<file path="src/core/uart_irq_defines.svh">
// Register map, field positions, codes and timing counts of the interrupt logic
// Functional notes
// - Receive FIFO and receive irq enabled: timeout after four idle character times.
// - A programmed second stop bit is counted inside the timeout interval.
// - Character times are counted on the receiver clock, scaling with baud rate.
// - An active timeout is cleared, and timer restarted, by reading one character.
// - Without active timeout, a received character or a read restarts the timer.
// - FIFO mode with transmit irq enabled: empty transmit FIFO raises code 02.
// - Transmit-empty irq clears on transmit write or identification read; host writes 1-16.
// - Empty indication delayed one character minus stop bit unless two bytes were held.
// - First transmit irq after changing FIFO enable comes without the delay.
// - Timeout and trigger level share receive priority; FIFO empty shares transmit priority.
// - FIFO mode with an enable bit clear puts that direction in polled mode.
// - Polled line status: data ready, transmit empty, transmitter idle, receive FIFO error.
// - Polled mode shows no trigger or timeout; both FIFOs still store characters.
// - Polled error status handled as usual; identification untouched while line irq off.
// - Enable bits 0-3: rx data, tx empty, line status, modem; 4-7 read zero.
// - Interrupt output follows enabled pending sources; all enables clear disables it.
// - Four priority levels: line status, rx data/timeout, tx empty, modem status.
// - Identification bit 0 low while pending; bits 1-2 name the top source.
// - Codes 0001 none, 0110 line, 0100 data, 1100 timeout, 0010 tx, 0000 modem.
// - Identification bit 3 zero in legacy mode; set with bit 2 for timeout.
// - Identification bits 4-5 zero; bits 6-7 follow the FIFO enable bit.
// - Clear by line status read, receive read, identification read or transmit write, modem read.
// - Two upper FIFO control bits select trigger level 1, 4, 8 or 14.
// - Overrun, parity, framing and break status bits raise the line status irq.
`ifndef UART_IRQ_DEFINES_SVH
`define UART_IRQ_DEFINES_SVH

`define REG_DATA_IDX     3'h0
`define REG_IER_IDX      3'h1
`define REG_IIR_IDX      3'h2
`define REG_LSR_IDX      3'h5
`define REG_MSR_IDX      3'h6

`define IER_RX_BIT       0
`define IER_TX_BIT       1
`define IER_LINE_BIT     2
`define IER_MODEM_BIT    3
`define IER_RESET        4'h0

`define FCR_EN_BIT       0
`define FCR_RXRST_BIT    1
`define FCR_TXRST_BIT    2
`define FCR_TRIG_LSB     6
`define FCR_TRIG_RESET   2'h0

`define IIR_NONE         4'h1
`define IIR_LINE         4'h6
`define IIR_RXDATA       4'h4
`define IIR_TIMEOUT      4'hC
`define IIR_TRANSMIT_HOLDING_EMPTY_FLAG         4'h2
`define IIR_MODEM        4'h0

`define TRIG_LVL0        5'h01
`define TRIG_LVL1        5'h04
`define TRIG_LVL2        5'h08
`define TRIG_LVL3        5'h0E

`define BASE_BITS        10'h007
`define TICKS_SHIFT      4
`define TICKS_PER_BIT    10'h010
`define HALF_BIT_TICKS   10'h008
`define TIMEOUT_SHIFT    2

`endif

</file>
<file path="src/core/uart_irq_pkg.sv">
// Types shared by the interrupt logic
package uart_irq_pkg;
  typedef enum logic [1:0] {TX_HOLDING, TX_DELAY, TX_IDLE} tx_state_e;
  typedef logic [9:0] ticks_t;
endpackage

</file>
<file path="src/core/char_timer.sv">
// Counter of receiver clock ticks against a limit
`timescale 1ns/1ps
module char_timer (
  input  wire logic                clk_sys_in,
  input  wire logic                reset_in,
  input  wire logic                tick_in,
  input  wire logic                restart_in,
  input  wire logic                run_in,
  input  wire uart_irq_pkg::ticks_t limit_in,
  output logic                     expired_out
);
  import uart_irq_pkg::*;

  ticks_t cnt_r;
  ticks_t cnt_nxt;
  logic   exp_r;
  logic   exp_nxt;

  always_comb begin
    cnt_nxt = cnt_r;
    if (restart_in || !run_in) begin
      cnt_nxt = '0;
    end else if (tick_in && cnt_r != limit_in) begin
      cnt_nxt = cnt_r + 10'h001;
    end
    // Limit reached means the whole interval has passed
    exp_nxt = run_in && !restart_in && cnt_nxt == limit_in;
  end

  always_ff @(posedge clk_sys_in or posedge reset_in) begin
    if (reset_in) begin
      cnt_r <= '0;
      exp_r <= 1'b0;
    end else begin
      cnt_r <= cnt_nxt;
      exp_r <= exp_nxt;
    end
  end

  assign expired_out = exp_r;
endmodule

</file>
<file path="src/core/uart_irq_ctrl.sv">
// Interrupt enable, identification, timeout and transmit-empty logic with Avalon-MM slave
`timescale 1ns/1ps
`include "uart_irq_defines.svh"
module uart_irq_ctrl (
  input  wire logic        clk_sys_in,
  input  wire logic        reset_in,
  input  wire logic [2:0]  avs_address_in,
  input  wire logic        avs_read_in,
  input  wire logic        avs_write_in,
  input  wire logic [3:0]  avs_byteenable_in,
  input  wire logic [31:0] avs_writedata_in,
  output logic      [31:0] avs_readdata_out,
  output logic             avs_waitrequest_out,
  input  wire logic        rclk_in,
  input  wire logic [1:0]  word_len_in,
  input  wire logic        parity_en_in,
  input  wire logic        two_stop_in,
  input  wire logic [4:0]  rx_count_in,
  input  wire logic        rx_push_in,
  input  wire logic [7:0]  rx_data_in,
  input  wire logic [3:0]  line_err_in,
  input  wire logic        rx_fifo_err_in,
  input  wire logic [4:0]  tx_count_in,
  input  wire logic        tsr_empty_in,
  input  wire logic        modem_irq_in,
  input  wire logic [7:0]  modem_status_in,
  output logic             interrupt_output_out,
  output logic             rx_pop_out,
  output logic             tx_push_out,
  output logic      [7:0]  tx_data_out,
  output logic             lsr_read_out,
  output logic             msr_read_out,
  output logic             fifo_enable_bit_out,
  output logic             rx_fifo_reset_out,
  output logic             tx_fifo_reset_out
);
  import uart_irq_pkg::*;

  function automatic ticks_t char_ticks(input logic [1:0] wl, input logic par, input logic two);
    ticks_t bits;
    ticks_t stop2;
    bits  = `BASE_BITS + {8'h00, wl} + {9'h000, par};
    // Five-bit words get one and a half stop bits
    stop2 = two ? ((wl == 2'h0) ? `HALF_BIT_TICKS : `TICKS_PER_BIT) : 10'h000;
    return (bits << `TICKS_SHIFT) + stop2;
  endfunction

  // Receiver clock pin synchroniser and edge detect
  logic rclk_s1_r;
  logic rclk_s2_r;
  logic rclk_s3_r;
  logic rclk_tick;

  always_ff @(posedge clk_sys_in or posedge reset_in) begin
    if (reset_in) begin
      rclk_s1_r <= 1'b0;
      rclk_s2_r <= 1'b0;
      rclk_s3_r <= 1'b0;
    end else begin
      rclk_s1_r <= rclk_in;
      rclk_s2_r <= rclk_s1_r;
      rclk_s3_r <= rclk_s2_r;
    end
  end
  assign rclk_tick = rclk_s2_r && !rclk_s3_r;

  // Bus slave: one wait state, action at the edge where waitrequest is low
  logic        ack_r;
  logic        ack_nxt;
  logic [31:0] rdata_r;
  logic [31:0] rdata_nxt;
  logic        rd_transmit_holding_empty_flag_r;
  logic        rd_transmit_holding_empty_flag_nxt;
  logic        acc;
  logic        done_rd;
  logic        done_wr;
  logic        lane0;

  assign acc     = avs_read_in || avs_write_in;
  assign done_rd = avs_read_in && ack_r;
  assign done_wr = avs_write_in && ack_r;
  assign lane0   = avs_byteenable_in[0];

  logic [3:0] ier_r;
  logic [3:0] ier_nxt;
  logic       fcr_en_r;
  logic       fcr_en_nxt;
  logic [1:0] trig_r;
  logic [1:0] trig_nxt;
  logic [7:0] iir_val;
  logic [7:0] lsr_val;
  logic       transmit_holding_empty_flag_pend_r;
  logic       empty_ind;

  always_comb begin
    ack_nxt     = acc && !ack_r;
    rdata_nxt   = rdata_r;
    rd_transmit_holding_empty_flag_nxt = rd_transmit_holding_empty_flag_r;
    if (avs_read_in && !ack_r) begin
      rd_transmit_holding_empty_flag_nxt = 1'b0;
      case (avs_address_in)
        `REG_DATA_IDX: rdata_nxt = {24'h000000, rx_data_in};
        `REG_IER_IDX:  rdata_nxt = {28'h0000000, ier_r};
        `REG_IIR_IDX: begin
          rdata_nxt   = {24'h000000, iir_val};
          rd_transmit_holding_empty_flag_nxt = iir_val[3:0] == `IIR_TRANSMIT_HOLDING_EMPTY_FLAG;
        end
        `REG_LSR_IDX:  rdata_nxt = {24'h000000, lsr_val};
        `REG_MSR_IDX:  rdata_nxt = {24'h000000, modem_status_in};
        default:       rdata_nxt = 32'h00000000;
      endcase
    end
  end

  always_ff @(posedge clk_sys_in or posedge reset_in) begin
    if (reset_in) begin
      ack_r     <= 1'b0;
      rdata_r   <= 32'h00000000;
      rd_transmit_holding_empty_flag_r <= 1'b0;
    end else begin
      ack_r     <= ack_nxt;
      rdata_r   <= rdata_nxt;
      rd_transmit_holding_empty_flag_r <= rd_transmit_holding_empty_flag_nxt;
    end
  end

  assign avs_waitrequest_out = acc && !ack_r;
  assign avs_readdata_out    = rdata_r;

  // Control registers and side-effect pulses
  logic       wr_data;
  logic       wr_fcr;
  logic       fcr_chg;
  logic       pop_r;
  logic       pop_nxt;
  logic       push_r;
  logic       push_nxt;
  logic [7:0] txd_r;
  logic [7:0] txd_nxt;
  logic       lsrrd_r;
  logic       lsrrd_nxt;
  logic       msrrd_r;
  logic       msrrd_nxt;
  logic       rxrst_r;
  logic       rxrst_nxt;
  logic       txrst_r;
  logic       txrst_nxt;

  assign wr_data = done_wr && lane0 && avs_address_in == `REG_DATA_IDX;
  assign wr_fcr  = done_wr && lane0 && avs_address_in == `REG_IIR_IDX;
  assign fcr_chg = wr_fcr && (avs_writedata_in[`FCR_EN_BIT] != fcr_en_r);

  always_comb begin
    ier_nxt    = ier_r;
    fcr_en_nxt = fcr_en_r;
    trig_nxt   = trig_r;
    txd_nxt    = txd_r;
    if (done_wr && lane0 && avs_address_in == `REG_IER_IDX) begin
      ier_nxt = avs_writedata_in[3:0];
    end
    rxrst_nxt = 1'b0;
    txrst_nxt = 1'b0;
    if (wr_fcr) begin
      fcr_en_nxt = avs_writedata_in[`FCR_EN_BIT];
      // Other control bits only land while the enable is written set
      if (avs_writedata_in[`FCR_EN_BIT]) begin
        trig_nxt  = avs_writedata_in[`FCR_TRIG_LSB +: 2];
        rxrst_nxt = avs_writedata_in[`FCR_RXRST_BIT];
        txrst_nxt = avs_writedata_in[`FCR_TXRST_BIT];
      end
      if (fcr_chg) begin
        rxrst_nxt = 1'b1;
        txrst_nxt = 1'b1;
      end
    end
    if (wr_data) begin
      txd_nxt = avs_writedata_in[7:0];
    end
    pop_nxt   = done_rd && avs_address_in == `REG_DATA_IDX;
    push_nxt  = wr_data;
    lsrrd_nxt = done_rd && avs_address_in == `REG_LSR_IDX;
    msrrd_nxt = done_rd && avs_address_in == `REG_MSR_IDX;
  end

  always_ff @(posedge clk_sys_in or posedge reset_in) begin
    if (reset_in) begin
      ier_r    <= `IER_RESET;
      fcr_en_r <= 1'b0;
      trig_r   <= `FCR_TRIG_RESET;
      txd_r    <= 8'h00;
      pop_r    <= 1'b0;
      push_r   <= 1'b0;
      lsrrd_r  <= 1'b0;
      msrrd_r  <= 1'b0;
      rxrst_r  <= 1'b0;
      txrst_r  <= 1'b0;
    end else begin
      ier_r    <= ier_nxt;
      fcr_en_r <= fcr_en_nxt;
      trig_r   <= trig_nxt;
      txd_r    <= txd_nxt;
      pop_r    <= pop_nxt;
      push_r   <= push_nxt;
      lsrrd_r  <= lsrrd_nxt;
      msrrd_r  <= msrrd_nxt;
      rxrst_r  <= rxrst_nxt;
      txrst_r  <= txrst_nxt;
    end
  end

  assign rx_pop_out          = pop_r;
  assign tx_push_out         = push_r;
  assign tx_data_out         = txd_r;
  assign lsr_read_out        = lsrrd_r;
  assign msr_read_out        = msrrd_r;
  assign fifo_enable_bit_out = fcr_en_r;
  assign rx_fifo_reset_out   = rxrst_r;
  assign tx_fifo_reset_out   = txrst_r;

  // Receive character timeout
  ticks_t chr_ticks;
  ticks_t to_limit;
  logic   to_run;
  logic   to_restart;
  logic   to_exp;
  logic   timeout_r;
  logic   timeout_nxt;

  assign chr_ticks  = char_ticks(word_len_in, parity_en_in, two_stop_in);
  assign to_limit   = chr_ticks << `TIMEOUT_SHIFT;
  // Polled receiver never runs the timer
  assign to_run     = fcr_en_r && ier_r[`IER_RX_BIT] && rx_count_in != 5'h00;
  assign to_restart = rx_push_in || pop_r;

  char_timer u_rx_timer (
    .clk_sys_in  (clk_sys_in),
    .reset_in    (reset_in),
    .tick_in     (rclk_tick),
    .restart_in  (to_restart),
    .run_in      (to_run),
    .limit_in    (to_limit),
    .expired_out (to_exp)
  );

  always_comb begin
    timeout_nxt = timeout_r;
    if (!to_run || pop_r) begin
      timeout_nxt = 1'b0;
    end else if (to_exp) begin
      timeout_nxt = 1'b1;
    end
  end

  // Transmit empty indication with optional delay
  tx_state_e tx_st_r;
  tx_state_e tx_st_nxt;
  logic      two_seen_r;
  logic      two_seen_nxt;
  logic      first_r;
  logic      first_nxt;
  logic      tx_empty;
  logic      tx_exp;
  ticks_t    tx_limit;
  logic      ind_en_r;
  logic      transmit_holding_empty_flag_rise;
  logic      transmit_holding_empty_flag_pend_nxt;
  logic      transmit_holding_empty_flag_clr;

  assign tx_empty = tx_count_in == 5'h00;
  assign tx_limit = chr_ticks - `TICKS_PER_BIT;

  char_timer u_tx_timer (
    .clk_sys_in  (clk_sys_in),
    .reset_in    (reset_in),
    .tick_in     (rclk_tick),
    .restart_in  (1'b0),
    .run_in      (tx_st_r == TX_DELAY),
    .limit_in    (tx_limit),
    .expired_out (tx_exp)
  );

  always_comb begin
    tx_st_nxt    = tx_st_r;
    two_seen_nxt = two_seen_r;
    first_nxt    = first_r;
    case (tx_st_r)
      TX_HOLDING: begin
        if (tx_empty) begin
          // Delay only a lone byte in FIFO mode, never the first after a mode change
          if (fcr_en_r && !two_seen_r && !first_r) begin
            tx_st_nxt = TX_DELAY;
          end else begin
            tx_st_nxt = TX_IDLE;
          end
        end
      end
      TX_DELAY: begin
        if (!tx_empty) begin
          tx_st_nxt = TX_HOLDING;
        end else if (tx_exp) begin
          tx_st_nxt = TX_IDLE;
        end
      end
      TX_IDLE: begin
        if (!tx_empty) begin
          tx_st_nxt = TX_HOLDING;
        end
      end
      default: tx_st_nxt = TX_HOLDING;
    endcase
    if (tx_count_in >= 5'h02) begin
      two_seen_nxt = 1'b1;
    end else if (tx_st_nxt == TX_IDLE && tx_st_r != TX_IDLE) begin
      two_seen_nxt = 1'b0;
    end
    if (fcr_chg) begin
      first_nxt = 1'b1;
    end else if (transmit_holding_empty_flag_rise) begin
      first_nxt = 1'b0;
    end
  end

  assign empty_ind = tx_st_r == TX_IDLE;
  assign transmit_holding_empty_flag_rise = empty_ind && ier_r[`IER_TX_BIT] && !ind_en_r;
  assign transmit_holding_empty_flag_clr  = wr_data || (done_rd && avs_address_in == `REG_IIR_IDX && rd_transmit_holding_empty_flag_r);

  always_comb begin
    transmit_holding_empty_flag_pend_nxt = transmit_holding_empty_flag_pend_r;
    // A fresh empty event wins over a clear in the same cycle
    if (transmit_holding_empty_flag_rise) begin
      transmit_holding_empty_flag_pend_nxt = 1'b1;
    end else if (transmit_holding_empty_flag_clr || !empty_ind) begin
      transmit_holding_empty_flag_pend_nxt = 1'b0;
    end
  end

  always_ff @(posedge clk_sys_in or posedge reset_in) begin
    if (reset_in) begin
      timeout_r   <= 1'b0;
      tx_st_r     <= TX_IDLE;
      two_seen_r  <= 1'b0;
      first_r     <= 1'b1;
      ind_en_r    <= 1'b0;
      transmit_holding_empty_flag_pend_r <= 1'b0;
    end else begin
      timeout_r   <= timeout_nxt;
      tx_st_r     <= tx_st_nxt;
      two_seen_r  <= two_seen_nxt;
      first_r     <= first_nxt;
      ind_en_r    <= empty_ind && ier_r[`IER_TX_BIT];
      transmit_holding_empty_flag_pend_r <= transmit_holding_empty_flag_pend_nxt;
    end
  end

  // Priority and identification
  logic       line_p;
  logic       rx_p;
  logic       transmit_holding_empty_flag_p;
  logic       mod_p;
  logic [4:0] trig_lvl;
  logic [3:0] iir_code;
  logic       irq_r;

  always_comb begin
    case (trig_r)
      2'h0:    trig_lvl = `TRIG_LVL0;
      2'h1:    trig_lvl = `TRIG_LVL1;
      2'h2:    trig_lvl = `TRIG_LVL2;
      default: trig_lvl = `TRIG_LVL3;
    endcase
  end

  assign line_p = ier_r[`IER_LINE_BIT] && |line_err_in;
  assign rx_p   = ier_r[`IER_RX_BIT] &&
                  (fcr_en_r ? rx_count_in >= trig_lvl : rx_count_in != 5'h00);
  assign transmit_holding_empty_flag_p = transmit_holding_empty_flag_pend_r && ier_r[`IER_TX_BIT];
  assign mod_p  = ier_r[`IER_MODEM_BIT] && modem_irq_in;

  always_comb begin
    if (line_p) begin
      iir_code = `IIR_LINE;
    end else if (timeout_r) begin
      iir_code = `IIR_TIMEOUT;
    end else if (rx_p) begin
      iir_code = `IIR_RXDATA;
    end else if (transmit_holding_empty_flag_p) begin
      iir_code = `IIR_TRANSMIT_HOLDING_EMPTY_FLAG;
    end else if (mod_p) begin
      iir_code = `IIR_MODEM;
    end else begin
      iir_code = `IIR_NONE;
    end
  end

  assign iir_val = {{2{fcr_en_r}}, 2'h0, iir_code};
  assign lsr_val = {rx_fifo_err_in && fcr_en_r, tx_empty && tsr_empty_in,
                    empty_ind, line_err_in, rx_count_in != 5'h00};

  always_ff @(posedge clk_sys_in or posedge reset_in) begin
    if (reset_in) begin
      irq_r <= 1'b0;
    end else begin
      irq_r <= iir_code != `IIR_NONE;
    end
  end
  assign interrupt_output_out = irq_r;

  // Checks
  property p_ier_high_zero;
    @(posedge clk_sys_in) disable iff (reset_in)
    avs_read_in && !ack_r && avs_address_in == `REG_IER_IDX |=> avs_readdata_out[7:4] == 4'h0;
  endproperty
  a_ier_high_zero: assert property (p_ier_high_zero) else $error("INTERRUPT_ENABLE upper bits not zero");

  property p_irq_follows;
    @(posedge clk_sys_in) disable iff (reset_in)
    (line_p || timeout_r || rx_p || transmit_holding_empty_flag_p || mod_p) |=> interrupt_output_out;
  endproperty
  a_irq_follows: assert property (p_irq_follows) else $error("Pending source without irq");

  property p_all_off;
    @(posedge clk_sys_in) disable iff (reset_in)
    (ier_r == 4'h0) [*2] |-> !interrupt_output_out;
  endproperty
  a_all_off: assert property (p_all_off) else $error("Irq with all enables clear");

  property p_timeout_clear;
    @(posedge clk_sys_in) disable iff (reset_in)
    timeout_r && pop_r |=> !timeout_r;
  endproperty
  a_timeout_clear: assert property (p_timeout_clear) else $error("Timeout kept after read");

  property p_polled_no_timeout;
    @(posedge clk_sys_in) disable iff (reset_in)
    !ier_r[`IER_RX_BIT] |=> !timeout_r;
  endproperty
  a_polled_no_timeout: assert property (p_polled_no_timeout) else $error("Timeout in polled mode");

  property p_transmit_holding_empty_flag_write_clear;
    @(posedge clk_sys_in) disable iff (reset_in)
    wr_data && !transmit_holding_empty_flag_rise |=> !transmit_holding_empty_flag_pend_r;
  endproperty
  a_transmit_holding_empty_flag_write_clear: assert property (p_transmit_holding_empty_flag_write_clear) else $error("Tx empty irq kept after write");

  property p_line_top;
    @(posedge clk_sys_in) disable iff (reset_in)
    line_p |-> iir_val[3:0] == 4'h6;
  endproperty
  a_line_top: assert property (p_line_top) else $error("Line status not top priority");

  property p_iir_mode_bits;
    @(posedge clk_sys_in) disable iff (reset_in)
    iir_val[7:4] == {fcr_en_r, fcr_en_r, 2'h0};
  endproperty
  a_iir_mode_bits: assert property (p_iir_mode_bits) else $error("INTERRUPT_IDENTIFICATION high bits wrong");

  property p_tx_immediate;
    @(posedge clk_sys_in) disable iff (reset_in)
    tx_st_r == TX_HOLDING && tx_empty && first_r |=> empty_ind;
  endproperty
  a_tx_immediate: assert property (p_tx_immediate) else $error("First tx empty delayed");

  property p_bus_wait;
    @(posedge clk_sys_in) disable iff (reset_in)
    acc && !ack_r |-> avs_waitrequest_out ##1 !avs_waitrequest_out;
  endproperty
  a_bus_wait: assert property (p_bus_wait) else $error("Bus answer not after one wait state");

  c_timeout:   cover property (@(posedge clk_sys_in) disable iff (reset_in) $rose(timeout_r));
  c_tx_delay:  cover property (@(posedge clk_sys_in) disable iff (reset_in) tx_st_r == TX_DELAY ##1 empty_ind);
  c_line_irq:  cover property (@(posedge clk_sys_in) disable iff (reset_in) line_p && interrupt_output_out);
  c_iir_clear: cover property (@(posedge clk_sys_in) disable iff (reset_in) transmit_holding_empty_flag_clr && !wr_data);
endmodule

</file>
<file path="config.mk">
export PLATFORM = sky130hd
export DESIGN_NAME = uart_irq_ctrl
export DESIGN_NICKNAME = d
export VERILOG_FILES = /design/src/core/uart_irq_pkg.sv /design/src/core/char_timer.sv /design/src/core/uart_irq_ctrl.sv
export VERILOG_INCLUDE_DIRS = /design/src /design/src/core
export SDC_FILE = /design/constraint.sdc
export NUM_CORES = 1
export LEC_CHECK = 0
export ABC_AREA = 1
export BUFFER_PORTS_ARGS = -buffer_cell sky130_fd_sc_hd__buf_2
export CORE_MARGIN = 2
export CORE_UTILIZATION = 45
export DETAILED_ROUTE_END_ITERATION = 8
export PLACE_DENSITY = 0.75
export SLEW_MARGIN = 20
export SYNTH_ARGS = -nofsm -noshare
export SYNTH_HDL_FRONTEND = slang
export SYNTH_HIERARCHICAL = 1
export SYNTH_SLANG_ARGS = --single-unit
</file>
<file path="constraint.sdc">
create_clock -name clk_sys_in -period 1.9 [get_ports clk_sys_in]
set_clock_uncertainty 0.05 [all_clocks]
set_input_delay 0.095 -clock clk_sys_in [delete_from_list [all_inputs] [get_ports clk_sys_in]]
set_output_delay 0.095 -clock clk_sys_in [all_outputs]
set_load 0.005 [all_outputs]
</file>
==> results.json <==
{
  "status": "finished, violations left",
  "violations": "negative setup slack",
  "coreArea_um2": 9819,
  "vias": 4813,
  "die_area_um2": 10980,
  "worstSetupStartpointType": "input port",
  "viasPerCell": 4.847,
  "syn_avg_cell_area_um2": 6.865,
  "setup_violations": 20,
  "fin_ws_ps": -392.9,
  "layout-drive-gt1-share": 0.3058,
  "hold_viol": 0,
  "cp.required_ps": 2140,
  "ant_nets": 0,
  "dr.pass1.iters": 5,
  "finalCritPeriodShare": 1.207,
  "cts_num_sinks": 64,
  "holdWs_ps": 19.39,
  "fmax_mhz": 436.1,
  "port_buffers": 79,
  "path_clk_slew_ps": 80,
  "drtIter0Drc": 331,
  "p_clk_frac": 0.319,
  "fin_nets": 949,
  "crit_fanout": 5,
  "synthArstFlopShare": 1.000,
  "relSlewSlack": 0.6321,
  "htreeDepth": 3,
  "period_needed_ps": 2293,
  "intPower_mw": 2.553,
  "rows": 36,
  "ys_ff_latch": 64,
  "tightestPinTransition_ps": 551.9,
  "grt_max_degree": 43,
  "grt_use_total": 0.2273,
  "crit_type": "input port to flop",
  "grt-busiest-layer": "met2",
  "end_kind": "flop",
  "yosysUniqueCellTypes": 37,
  "path_cells": "buf_12 -> inv_12 -> ha_4 -> ha_4 -> inv_4 -> ha_4 -> xnor2_4 -> nand3_4 -> xor2_2 -> inv_1 -> nand2_1 -> a21oi_2 -> nand3_4 -> buf_6 -> nand3_2 -> nand2_1 -> nand3_1 -> nand3_1 -> nor2_1 -> nand3_1 -> nor2_1",
  "final_max_slew_viol_count": 0,
  "antenna_found_initial": 1,
  "critPathMaxStageDelay_ps": 260,
  "seq_area_frac_synth": 0.3508,
  "grt_pass1_vias": 4650,
  "slowest_stage": "ha_4",
  "ir_drop_mv": 0.3064,
  "power_frac_seq": 0.409,
  "clk_latency_ps": 350,
  "drcViolationCount": 0,
  "cts_buffer_depth": 2,
  "gp_congestion": 0.9052,
  "wl_per_cell_um": 12.82,
  "cp_data_arrival_time_ps": 2540,
  "maxCapViolCount": 0,
  "p_leak_nw": 3.412,
  "cts_root_buffer": "clkbuf_8",
  "fill_cells": 865,
  "synth_edf_count": 0,
  "rsz0062_at_grt": "true",
  "pin_count": 131,
  "cts_tree": "done",
  "multiInputGateArea_um2": 2729,
  "hpwl_um": 9273,
  "power_density_nw_per_um2": 597.6,
  "gr-usage-met1": 0.2699,
  "ys.flop_type": "dfrtp_1",
  "min_path_type": "input port to flop",
  "yosysWarnings": 6,
  "final_core_util": 0.6473,
  "use_met2": 0.4086,
  "antenna_cells": 0,
  "grt_pass1_wl_um": 20300,
  "netlist_area_um2": 4572,
  "routed_wl_um": 12730,
  "register_area_um2": 1604,
  "syn_inst": 666,
  "die_x_um": 104.8,
  "syn_to_final_growth_pct": 39.03,
  "comb_power_share": 0.273,
  "dieHeight_um": 104.8,
  "overflow": 0,
  "grt_use_met3": 0.04928,
  "floorplan.initialDensity": 0.4656,
  "switching_share": 0.3279,
  "switchingPower_mw": 1.246,
  "numCtsBuffers": 9
}
==> cell families (layout without fill, tap and decap cells) <==
logic type / Yosys count / after routing / synth area share
DFF: 64 / 64 / 0.3508
and+or+nand+nor: 358 / 358 / 0.3437
xor gates and xnor gates: 20 / 20 / 0.03831
AOI/OAI and AO/OA: 51 / 51 / 0.07334
adders and majority gates: 12 / 12 / 0.03284
other: 1 / 49 / 0.0008202
buffers and inverters: 160 / 306 / 0.1601
==> per-stage QoR <==
step / instance area (um^2) / total power, mW / instances / TNS [ps] / setup WS, ps
after floorplan: 4890 / 2.166 / 714 / -3019 / -436.5
after global placement: 5618 / 2.464 / 947 / -10880 / -826.3
after detailed placement: 5618 / 2.495 / 947 / -11820 / -879.9
after CTS: 6176 / 3.768 / 987 / -2886 / -355.5
after global routing: 6356 / 4.026 / 993 / -5472 / -543.4
final: 6356 / 3.799 / 993 / -2588 / -392.9
==> critical path, delay by kind of cell <==
family / cells / cell delay [ps]
AND/OR/NAND/NOR: 10 / 900
adder cells (fa/ha/maj): 3 / 570
buffers and inverters: 5 / 390
XOR/XNOR: 2 / 360
AO/OA/AOI/OAI: 1 / 200
==> path summary, 6_finish.rpt <==
kind / depth (start not counted) / to / slack (ps) / startpoint
setup / recovery: 21 / u_tx_timer/expired_out / -390 / word_len_in[0]
setup reg to reg: 15 / u_rx_timer/expired_out / -150 / u_rx_timer/cnt_r[5]
max in group asynchronous: 4 / first_r / 1030 / reset_in
hold reg to reg: 0 / rclk_s2_r / 330 / rclk_s1_r
hold / removal: 3 / msr_read_out / 20 / avs_address_in[1]
min in group asynchronous: 3 / u_rx_timer/cnt_r[6] / 270 / reset_in
==> per-layer routing <==
layer	routed length (um)	up-vias
li1	-	2376
met1	5283	2221
met2	6445	185
met3	755	29
met4	223	2
met5	19	-
==> sequential cells by signal, indices dropped and copies added (netlist names), 2 cells and up <==
name	cells
tx_data_out	8
avs_readdata_out	8
tx_st_r	2
u_rx_timer/cnt_r	10
u_tx_timer/cnt_r	10
trig_r	2
ier_r	4
==> Yosys cell counts, types with 2 or more instances <==
cell type	instances	area, um^2
o21ai_2	7	61.31
inv_1	117	439.2
dfrtp_1	62	1551
a21boi_1	2	15.01
a21oi_1	6	30.03
a221oi_1	6	52.55
o21ai_1	9	45.04
nor3_1	7	35.03
nor2_1	54	202.7
xor2_1	12	105.1
nand3b_1	3	22.52
nand2_1	201	754.5
nand4_1	20	125.1
buf_4	24	180.2
nand2_2	4	25.02
inv_2	8	30.03
buf_6	5	56.30
nor2_4	3	33.78
dfstp_2	2	52.55
nand3_1	51	255.2
ha_1	12	150.1
xnor2_1	8	70.07
clkbuf_1	2	7.510
nor2_2	6	37.54
nand3_2	5	50.05
buf_2	3	15.01
o21ai_0	17	85.08
==> layout make-up <==
type / count / share of cell area
clock inverter: 6 / 0.01102
timing repair buffer: 164 / 0.1825
multi-input combinational: 490 / 0.4293
tap: 133 / 0.02618
sequential: 64 / 0.2524
clock buffer: 10 / 0.02008
inverter: 126 / 0.07854
==> what timing repair did <==
action                                  4_1_cts  5_1_grt
setup buffers                                 4        8
endpoints found under the setup margin       19       26
pin swaps                                    13       13
gates resized for setup                      38       37
endpoints found under the hold margin        79        0
hold buffers                                 19        0
gates cloned                                  2        0
==> cell usage in the layout, fill, tap and decap left out, types with 3 or more instances in the layout <==
cell	netlist	final
nand4_1	20	20
clkbuf_8	0	9
xnor2_1	8	6
o21ai_1	9	10
clkinvlp_4	0	4
inv_2	8	18
o21ai_0	17	16
a21oi_1	6	5
dfrtp_1	62	62
o21ai_2	7	7
nor2_4	3	4
nand2_1	201	187
nand2_4	1	5
conb_1	1	49
buf_2	3	77
nor2_2	6	11
nand2_2	4	14
nand3b_1	3	3
nor2_1	54	48
a221oi_1	6	4
nand3_2	5	17
nand3_1	51	36
ha_4	0	6
dlygate4sd3_1	0	19
buf_4	24	53
nand3_4	0	3
nor3_1	7	7
xor2_1	12	10
buf_6	5	13
ha_1	12	6
inv_1	117	101
==> power by group through the flow <==
stage | Clock (mW) | Combinational, mW | Sequential, mW
after floorplan | 0 | 0.594 | 1.57
after global placement | 0 | 0.893 | 1.57
after detailed placement | 0 | 0.920 | 1.58
after CTS | 1.22 | 0.995 | 1.55
after global routing | 1.30 | 1.16 | 1.56
final | 1.21 | 1.04 | 1.55
Power figures use the tool's default switching activity.
